`src/design/eifd_pkg.sv`:
```
/*
 * constants, field layouts and carrier types for the external interrupt
 * filter and detect block.
 * assumes a 32-bit apb with 16-bit byte addresses and registers on word indices.
 */
package eifd_pkg;

    localparam int NUM_CH = 6;
    localparam int ADDR_W = 16;
    localparam int IDX_W = 14;

    // word indices; byte address is four times the index
    localparam logic [IDX_W-1:0] GATE_IDX = 14'h0f77;
    localparam logic [IDX_W-1:0] CTRL1_IDX = 14'h0fd8;
    localparam logic [IDX_W-1:0] CTRL_BASE_IDX = 14'h0fd7;
    localparam logic [IDX_W-1:0] STAT_IDX = 14'h0fe0;
    localparam logic [IDX_W-1:0] MASK_IDX = 14'h0fe1;

    localparam logic [7:0] GATE_RST = 8'h00;
    localparam logic [7:0] CTRL_RST = 8'h00;
    localparam logic [7:0] STAT_RST = 8'h00;
    localparam logic [7:0] MASK_RST = 8'h00;

    // channel control field positions
    localparam int LVL_BIT = 4;
    localparam int ES_LSB = 2;
    localparam int NC_LSB = 0;

    // edge select codes
    localparam logic [1:0] ES_RISE = 2'h0;
    localparam logic [1:0] ES_FALL = 2'h1;
    localparam logic [1:0] ES_BOTH = 2'h2;

    // sampling divisors in gear-clock cycles, fast modes
    localparam logic [4:0] DIV_NC0 = 5'h01;
    localparam logic [4:0] DIV_NC1 = 5'h04;
    localparam logic [4:0] DIV_NC2 = 5'h08;
    localparam logic [4:0] DIV_NC3 = 5'h10;
    // low-frequency clock rising edges per sample, slow modes
    localparam logic [2:0] SLOW_DIV = 3'h4;
    // consecutive equal samples before the filtered level moves
    localparam logic [2:0] FILT_SAMPLES = 3'h3;

    typedef struct packed {
        logic psel;
        logic penable;
        logic pwrite;
        logic [ADDR_W-1:0] paddr;
        logic [31:0] pwdata;
    } eifd_apb_req_type;

    typedef struct packed {
        logic pready;
        logic [31:0] prdata;
        logic pslverr;
    } eifd_apb_rsp_type;

    typedef struct packed {
        logic [1:0] edge_sel;
        logic [1:0] rate;
    } eifd_ctrl_type;

endpackage : eifd_pkg

```
`src/design/eifd_filter.sv`:
```
/*
 * one channel of the digital noise canceller with its sample-rate divider.
 * assumes pin is synchronous to clk and lf_rise is a one-cycle pulse per
 * low-frequency clock rising edge.
 */
`timescale 1ns/1ps
module eifd_filter (
    input wire logic clk,
    input wire logic rst_n,
    input wire logic ce,
    input wire logic run,
    input wire logic slow_mode,
    input wire logic lf_rise,
    input wire logic [1:0] rate,
    input wire logic pin,
    output logic filt
);
    import eifd_pkg::*;

    logic [4:0] div_q;
    logic [2:0] lf_cnt_q;
    logic [2:0] stable_q;
    logic filt_q;
    logic [4:0] div_lim;
    logic tick;

    always_comb begin
        case (rate)
            2'h0: div_lim = DIV_NC0;
            2'h1: div_lim = DIV_NC1;
            2'h2: div_lim = DIV_NC2;
            default: div_lim = DIV_NC3;
        endcase
    end

    // slow modes ignore the rate field
    assign tick = slow_mode ? (lf_rise && lf_cnt_q == SLOW_DIV - 3'h1) // [RULE9]
                            : (div_q >= div_lim - 5'h01); // [RULE8]

    // divider for the fast modes
    always_ff @(posedge clk or negedge rst_n) begin
        if (!rst_n) begin
            div_q <= 5'h00;
        end else if (ce) begin
            if (!run || slow_mode || tick) begin
                div_q <= 5'h00;
            end else begin
                div_q <= div_q + 5'h01;
            end
        end
    end

    // prescaler on low-frequency edges for the slow modes
    always_ff @(posedge clk or negedge rst_n) begin
        if (!rst_n) begin
            lf_cnt_q <= 3'h0;
        end else if (ce) begin
            if (!run || !slow_mode) begin
                lf_cnt_q <= 3'h0;
            end else if (lf_rise) begin
                lf_cnt_q <= tick ? 3'h0 : lf_cnt_q + 3'h1;
            end
        end
    end

    // level moves only after a run of equal samples
    always_ff @(posedge clk or negedge rst_n) begin
        if (!rst_n) begin
            stable_q <= 3'h0;
            filt_q <= 1'b0;
        end else if (ce) begin
            if (!run) begin // [RULE4]
                stable_q <= 3'h0;
                filt_q <= 1'b0;
            end else if (tick) begin
                if (pin == filt_q) begin
                    stable_q <= 3'h0;
                end else if (stable_q == FILT_SAMPLES - 3'h1) begin // [RULE16]
                    stable_q <= 3'h0;
                    filt_q <= pin;
                end else begin
                    stable_q <= stable_q + 3'h1;
                end
            end
        end
    end

    assign filt = filt_q;

endmodule : eifd_filter

```
`src/design/eifd_detect.sv`:
```
/*
 * edge detector and level capture behind one noise canceller.
 * assumes filt comes from the filter flip-flop of the same channel.
 */
`timescale 1ns/1ps
module eifd_detect (
    input wire logic clk,
    input wire logic rst_n,
    input wire logic ce,
    input wire logic run,
    input wire logic [1:0] edge_sel,
    input wire logic filt,
    output logic req,
    output logic level
);
    import eifd_pkg::*;

    logic prev_q;
    logic level_q;
    logic rise;
    logic fall;

    assign rise = filt & ~prev_q;
    assign fall = ~filt & prev_q;

    always_comb begin
        case (edge_sel) // [RULE6]
            ES_RISE: req = run & rise;
            ES_FALL: req = run & fall;
            ES_BOTH: req = run & (rise | fall);
            default: req = 1'b0;
        endcase
    end

    always_ff @(posedge clk or negedge rst_n) begin
        if (!rst_n) begin
            prev_q <= 1'b0;
        end else if (ce) begin
            prev_q <= run & filt;
        end
    end

    // level at the moment of the request, cleared while gated
    always_ff @(posedge clk or negedge rst_n) begin
        if (!rst_n) begin
            level_q <= 1'b0;
        end else if (ce) begin
            if (!run) begin // [RULE4]
                level_q <= 1'b0;
            end else if (req) begin
                level_q <= filt; // [RULE7]
            end
        end
    end

    assign level = level_q;

endmodule : eifd_detect

```
`src/design/eifd_top.sv`:
```
/*
 * external interrupt filter and detect: six channels, gate register,
 * per-channel control registers, sticky request latches and mask, apb slave.
 * assumes pins and slow_mode are synchronous to clk; low_freq_clock is a
 * slow level sampled here; the cpu pulses irq_accept when it takes a request.
 */
// The APB slave port is this design's own decision.
// What this block does
// RULE1 - each pin passes the noise canceller, then an edge or level detector.
// RULE2 - gate register holds one enable per channel in bits 0-5, reset zero.
// RULE3 - gate register bits 7 and 6 always read as zero.
// RULE4 - a disabled channel stops and its control contents are discarded.
// RULE5 - software enables a channel before writing its control register.
// RULE6 - edge field: 00 rising, 01 falling, 10 both, 11 reserved.
// RULE7 - level bit captures filtered level at request; zero initially or low.
// RULE8 - fast modes: rate field picks clock, clock/4, clock/8 or clock/16.
// RULE9 - slow and sleep modes sample at low-frequency clock over four.
// RULE10 - control fields reset zero, bits 7-5 read zero, level read-only.
// RULE11 - spurious requests on gate, control or mode change are not suppressed.
// RULE12 - software disables the interrupt before changing gate, control or mode.
// RULE13 - after fast-to-slow switch, software waits twelve low-frequency periods, clears latch.
// RULE14 - after slow-to-fast switch, software waits two gear plus three fspl periods.
// RULE15 - a raised latch holds until accepted, reset, or cleared by software.
// RULE16 - filter output moves only after several consecutive equal samples.
`timescale 1ns/1ps
module eifd_top (
    input wire logic clk,
    input wire logic nrst,
    input wire logic ce,
    input wire eifd_pkg::eifd_apb_req_type apb_req,
    output eifd_pkg::eifd_apb_rsp_type apb_rsp,
    input wire logic [eifd_pkg::NUM_CH-1:0] ext_pin,
    input wire logic slow_mode,
    input wire logic low_freq_clock,
    input wire logic [eifd_pkg::NUM_CH-1:0] irq_accept,
    output logic [eifd_pkg::NUM_CH-1:0] irq_latch,
    output logic irq
);
    import eifd_pkg::*;

    logic rst_s1_q;
    logic rst_n;
    logic lf_s1_q;
    logic lf_s2_q;
    logic lf_prev_q;
    logic lf_rise;
    logic [NUM_CH-1:0] gate_q;
    logic [NUM_CH-1:0] stat_q;
    logic [NUM_CH-1:0] mask_q;
    eifd_ctrl_type ctrl_q [NUM_CH];
    logic [NUM_CH-1:0] filt;
    logic [NUM_CH-1:0] req;
    logic [NUM_CH-1:0] level;
    logic [IDX_W-1:0] idx;
    logic setup;
    logic wr_en;
    logic [31:0] rd_d;
    logic hit;
    logic [31:0] prdata_q;
    logic pslverr_q;

    // reset released through two flops
    always_ff @(posedge clk or negedge nrst) begin
        if (!nrst) begin
            rst_s1_q <= 1'b0;
            rst_n <= 1'b0;
        end else begin
            rst_s1_q <= 1'b1;
            rst_n <= rst_s1_q;
        end
    end

    // low-frequency clock sampled as a level; the rising edge is taken from the second and third flops
    always_ff @(posedge clk or negedge rst_n) begin
        if (!rst_n) begin
            lf_s1_q <= 1'b0;
            lf_s2_q <= 1'b0;
            lf_prev_q <= 1'b0;
        end else if (ce) begin
            lf_s1_q <= low_freq_clock;
            lf_s2_q <= lf_s1_q;
            lf_prev_q <= lf_s2_q;
        end
    end

    assign lf_rise = lf_s2_q & ~lf_prev_q;

    // apb decode
    assign idx = apb_req.paddr[ADDR_W-1:2];
    assign setup = apb_req.psel & ~apb_req.penable;
    // zero-wait access: read data is prepared during setup
    assign wr_en = apb_req.psel & apb_req.penable & apb_req.pwrite & ~pslverr_q;

    always_comb begin
        rd_d = 32'h0000_0000;
        hit = 1'b0;
        if (apb_req.paddr[1:0] != 2'h0) begin
            hit = 1'b0;
        end else if (idx == GATE_IDX) begin
            hit = 1'b1;
            rd_d[NUM_CH-1:0] = gate_q; // [RULE3]
        end else if (idx == STAT_IDX) begin
            hit = 1'b1;
            rd_d[NUM_CH-1:0] = stat_q;
        end else if (idx == MASK_IDX) begin
            hit = 1'b1;
            rd_d[NUM_CH-1:0] = mask_q;
        end else begin
            for (int c = 0; c < NUM_CH; c++) begin
                if (idx == CTRL_BASE_IDX + IDX_W'(c)) begin
                    hit = 1'b1;
                    rd_d[LVL_BIT] = level[c]; // [RULE10]
                    rd_d[ES_LSB+1:ES_LSB] = ctrl_q[c].edge_sel;
                    rd_d[NC_LSB+1:NC_LSB] = ctrl_q[c].rate;
                end
            end
        end
    end

    always_ff @(posedge clk or negedge rst_n) begin
        if (!rst_n) begin
            prdata_q <= 32'h0000_0000;
            pslverr_q <= 1'b0;
        end else if (ce && setup) begin
            prdata_q <= rd_d;
            pslverr_q <= ~hit;
        end
    end

    assign apb_rsp.pready = 1'b1;
    assign apb_rsp.prdata = prdata_q;
    assign apb_rsp.pslverr = pslverr_q & apb_req.psel & apb_req.penable;

    // gate register
    always_ff @(posedge clk or negedge rst_n) begin
        if (!rst_n) begin
            gate_q <= GATE_RST[NUM_CH-1:0]; // [RULE2]
        end else if (ce && wr_en && idx == GATE_IDX) begin
            gate_q <= apb_req.pwdata[NUM_CH-1:0]; // [RULE2]
        end
    end

    // mask register, same layout as status
    always_ff @(posedge clk or negedge rst_n) begin
        if (!rst_n) begin
            mask_q <= MASK_RST[NUM_CH-1:0];
        end else if (ce && wr_en && idx == MASK_IDX) begin
            mask_q <= apb_req.pwdata[NUM_CH-1:0];
        end
    end

    genvar i;
    generate
        for (i = 0; i < NUM_CH; i++) begin : g_ch
            logic stat_clr;

            // writes to a gated channel are dropped
            always_ff @(posedge clk or negedge rst_n) begin
                if (!rst_n) begin
                    ctrl_q[i] <= eifd_ctrl_type'(CTRL_RST[3:0]); // [RULE10]
                end else if (ce) begin
                    if (!gate_q[i]) begin
                        ctrl_q[i] <= eifd_ctrl_type'(CTRL_RST[3:0]); // [RULE4] [RULE5]
                    end else if (wr_en && idx == CTRL_BASE_IDX + IDX_W'(i)) begin
                        ctrl_q[i].edge_sel <= apb_req.pwdata[ES_LSB+1:ES_LSB];
                        ctrl_q[i].rate <= apb_req.pwdata[NC_LSB+1:NC_LSB];
                    end
                end
            end

            // gate low stops the channel logic
            eifd_filter u_filter ( // [RULE1]
                .clk(clk),
                .rst_n(rst_n),
                .ce(ce),
                .run(gate_q[i]),
                .slow_mode(slow_mode),
                .lf_rise(lf_rise),
                .rate(ctrl_q[i].rate),
                .pin(ext_pin[i]),
                .filt(filt[i])
            );

            // edges from mode or control changes pass through on purpose
            eifd_detect u_detect ( // [RULE1] [RULE11]
                .clk(clk),
                .rst_n(rst_n),
                .ce(ce),
                .run(gate_q[i]),
                .edge_sel(ctrl_q[i].edge_sel),
                .filt(filt[i]),
                .req(req[i]),
                .level(level[i])
            );

            assign stat_clr = irq_accept[i]
                | (wr_en && idx == STAT_IDX && apb_req.pwdata[i]);

            // a new request wins over a clear in the same cycle
            always_ff @(posedge clk or negedge rst_n) begin
                if (!rst_n) begin
                    stat_q[i] <= STAT_RST[i];
                end else if (ce) begin
                    stat_q[i] <= req[i] | (stat_q[i] & ~stat_clr); // [RULE15]
                end
            end
        end
    endgenerate

    assign irq_latch = stat_q;
    assign irq = |(stat_q & mask_q);

endmodule : eifd_top

```
`config.mk`:
```
export PLATFORM = sky130hd
export DESIGN_NAME = eifd_top
export DESIGN_NICKNAME = d
export VERILOG_FILES = /design/src/design/eifd_pkg.sv /design/src/design/eifd_filter.sv /design/src/design/eifd_detect.sv /design/src/design/eifd_top.sv
export SDC_FILE = /design/constraint.sdc
export NUM_CORES = 1
export LEC_CHECK = 0
export BUFFER_PORTS_ARGS = -buffer_cell sky130_fd_sc_hd__buf_2
export CAP_MARGIN = 20
export CELL_PAD_IN_SITES_DETAIL_PLACEMENT = 0
export CELL_PAD_IN_SITES_GLOBAL_PLACEMENT = 1
export CORE_UTILIZATION = 46
export CTS_CLUSTER_DIAMETER = 30
export DETAILED_ROUTE_END_ITERATION = 8
export PLACE_DENSITY = 0.91
export SETUP_SLACK_MARGIN = 0.4
export SLEW_MARGIN = 10
export SYNTH_ARGS = -nofsm -noshare
export SYNTH_HDL_FRONTEND = slang
export SYNTH_SLANG_ARGS = --single-unit
```
`constraint.sdc`:
```
create_clock -name clk -period 5.7 [get_ports clk]
set_clock_uncertainty 0.15 [all_clocks]
set_input_delay 1.425 -clock clk [delete_from_list [all_inputs] [get_ports clk]]
set_output_delay 1.425 -clock clk [all_outputs]
set_load 0.05 [all_outputs]
```
==> metrics.cfg <==
[outcome]
status=finished clean

[flow_run]
cap_violations=0

[yosys]
synthFlopType=dfrtp_1
ys_seq_area_share_pct=38.2
synth.top_cells.by_area=dfrtp_1, ha_1, o21ai_0, mux2i_1, nand2_1
post_synth.cell_area_avg_sq_um=9.47
synth_warnings=0
async_reset_ff_share_pct=100
yosysUniqueCellTypes=87
synth_top_area_cell=dfrtp_1
netlist_area_sq_um=9040
netlist_instances=955
synth_enable_flop_cells=0
yosys_register_bits=138
synth_top_area_share_pct=38.2

[routing]
drt-initial-drc-count=562
wl_per_cell_um=16.9
vias=7274
routed_wl_um=21600
drc=0
firstDrtPassIters=5
postRouteAntennaNets=0
viasPerCell=5.71

[sta]
setup_tns_ns=0
relSlewSlack_pct=44.5
min_period_over_period_pct=61.4
drv_slew=0
final_hold_viol_count=0
timing.hold.ws_ns=0.105
rsz0062_at_grt=false
fmax_mhz=286
setup_viol=0
period_needed_ns=3.50
worstMarginPinSlew_ns=0.831

[layout]
diodes=0
drive_gt1_share_pct=13.9
fillers=1729
stdcell_area_sq_um=10100
regArea_sq_um=3460
nNetsFinal=1150
multi_input_area_sq_um=5050
area_growth_pct=11.5

[global_routing]
grt_util_met1_pct=30.2
gr-usage-all-layers_pct=22.5
grt_first_pass_wirelength_um=35300
grt_max_degree=79
antenna_found_initial=0
grt_pass1_vias=6808
grt.overflow.total=0
grt_util_met3_pct=4.10
top_usage_layer=met2
met2_usage_pct=36.5

[worst_setup_path]
path_class=in2out
worstSetupStartpointType=input port
crit_fanout=3
cp.required_ns=4.12
crit_arrival_ns=1.92
worstSetupEndpointType=output port

[floorplanning]
start_util_pct=47.7
core_area_sq_um=19000
fp.dieW_um=142
pin_count=109
rows=50
die_y_um=142
die_area_sq_um=20200

[place]
gp_congestion=0.879
dpl-instance-area_sq_um=9440
hpwl_um=14900
port_buffers=55

[worst_hold_path]
hold_path.class=reg2async

[clocking]
clkLatencyLatePin_ns=0.43
cts_max_level=4
cts_setup_buffers=0
ctsHoldBuffers=0
path_clk_slew_ns=0.06
cts_buffers=17
cts_resized=0
cts_tree=yes
clock_path_buffers=2
cts-root-buf=clkbuf_16
cts.sinks=138

[power_and_ir_drop]
leakagePower_nw=4.81
peakVddDrop_uv=142
power.density_nw_per_um2=284

-- critical path: stages --
cell,delay (ns)
buf_2,0.11
and3_1,0.14
buf_2,0.25
-- final cells by class --
class                   count  share of cell area, %
well taps                 260                   3.23
clock buffers              22                   4.70
clock inverters             8                   1.41
inverters                  79                   2.94
multi-input cells         707                   50.0
flip-flops and latches    138                   34.3
repair buffers             61                   3.38
-- synth_stat cells, types with 6 or more instances --
library cell and instances:
o2bb2ai_1 19, clkbuf_1 18, nor3_1 15, o31ai_1 9
o22ai_1 25, buf_2 12, buf_4 30, nand2b_1 13
mux2i_1 38, nand3b_1 6, nor2b_1 20, a21oi_1 34
nand4_1 11, dfrtp_1 138, and3_1 6, nor2_1 27
a211o_1 7, nand3_1 25, or4_1 6, inv_1 76
a22o_1 7, ha_1 78, mux2_2 14, a221oi_1 6
o21ai_0 85, or2_2 8, nand2_1 98
-- through the flow --
stage          power (mW)  util (%)  std cells  setup slack, ns
3_5_place_dp         1.70      49.8       1244             1.84
2_1_floorplan        1.59         -        987             1.42
6_report             2.87      53.2       1275             2.20
5_1_grt              3.02      53.2       1275             2.03
3_3_place_gp         1.68      49.8       1244             1.86
4_1_cts              2.88      53.0       1274             2.21
-- sequential cells by signal, indices dropped and copies added (netlist names) --
signal,flops
g_ch.u_detect.prev_q,6
g_ch.u_detect.level,6
g_ch.u_filter.filt,6
g_ch.u_filter.lf_cnt_q,18
lf_s2_q,1
ctrl_q,24
irq_latch,6
prdata_q,6
rst_n,1
lf_prev_q,1
rst_s1_q,1
gate_q,6
g_ch.u_filter.stable_q,18
lf_s1_q,1
mask_q,6
g_ch.u_filter.div_q,30
pslverr_q,1
-- routing by layer --
metal  vias up  part of all wire, %
li1       3512                    -
met1      3497                   46
met2       226                   47
met3        39                  5.5
met4         0                  1.9
met5         -                    0
-- cells by family (layout without fill, tap and decap cells) --
logic type	Yosys count	after routing	synth area share, %
AOI/OAI and AO/OA	253	253	19.0
DFF	138	138	38.2
adders and majority gates	78	78	10.8
buffers and inverters	142	170	7.31
and+or+nand+nor	283	283	17.9
xor gates and xnor gates	6	6	0.581
other	2	34	0.0831
muxes	53	53	6.08
-- where the power goes --
part | internal, mW | leakage [nW] | switching [mW] | total (mW)
logic | 0.200 | 2.84 | 0.293 | 0.493
registers | 1.08 | 1.67 | 0.115 | 1.20
clock network | 0.760 | 0.302 | 0.415 | 1.17
total | 2.04 | 4.81 | 0.822 | 2.87
-- final timing paths --
check | depth (start not counted) | startpoint | slack (ns) | endpoint
setup reg to reg | 8 | ctrl_q[20]$_DFFE_PN0P_ | 2.92 | g_ch[0].u_filter.div_q[3]$_DFFE_PN0P_
setup / recovery | 3 | apb_req[50] | 2.20 | apb_rsp[0]
hold reg to reg | 0 | rst_n$_DFF_PN0_ | 0.10 | g_ch[2].u_filter.div_q[2]$_DFFE_PN0P_
max in group asynchronous | 2 | rst_n$_DFF_PN0_ | 3.83 | ctrl_q[22]$_DFFE_PN0P_
min in group clk | 0 | rst_s1_q$_DFF_PN0_ | 0.21 | rst_n$_DFF_PN0_
hold / removal | 0 | rst_n$_DFF_PN0_ | 0.10 | g_ch[2].u_filter.div_q[2]$_DFFE_PN0P_
-- cells in the final DEF (no fill, tap or decap), types with 15 or more instances in the layout --
cell,count
o22ai_1,25
clkbuf_16,17
inv_1,76
conb_1,34
ha_1,78
o2bb2ai_1,19
a21oi_1,34
nand2_1,98
nand3_1,25
dfrtp_1,137
buf_2,55
mux2i_1,38
nor2b_1,20
nor3_1,15
nor2_1,27
o21ai_0,85
Note: power is estimated with default switching activity, not from simulation.
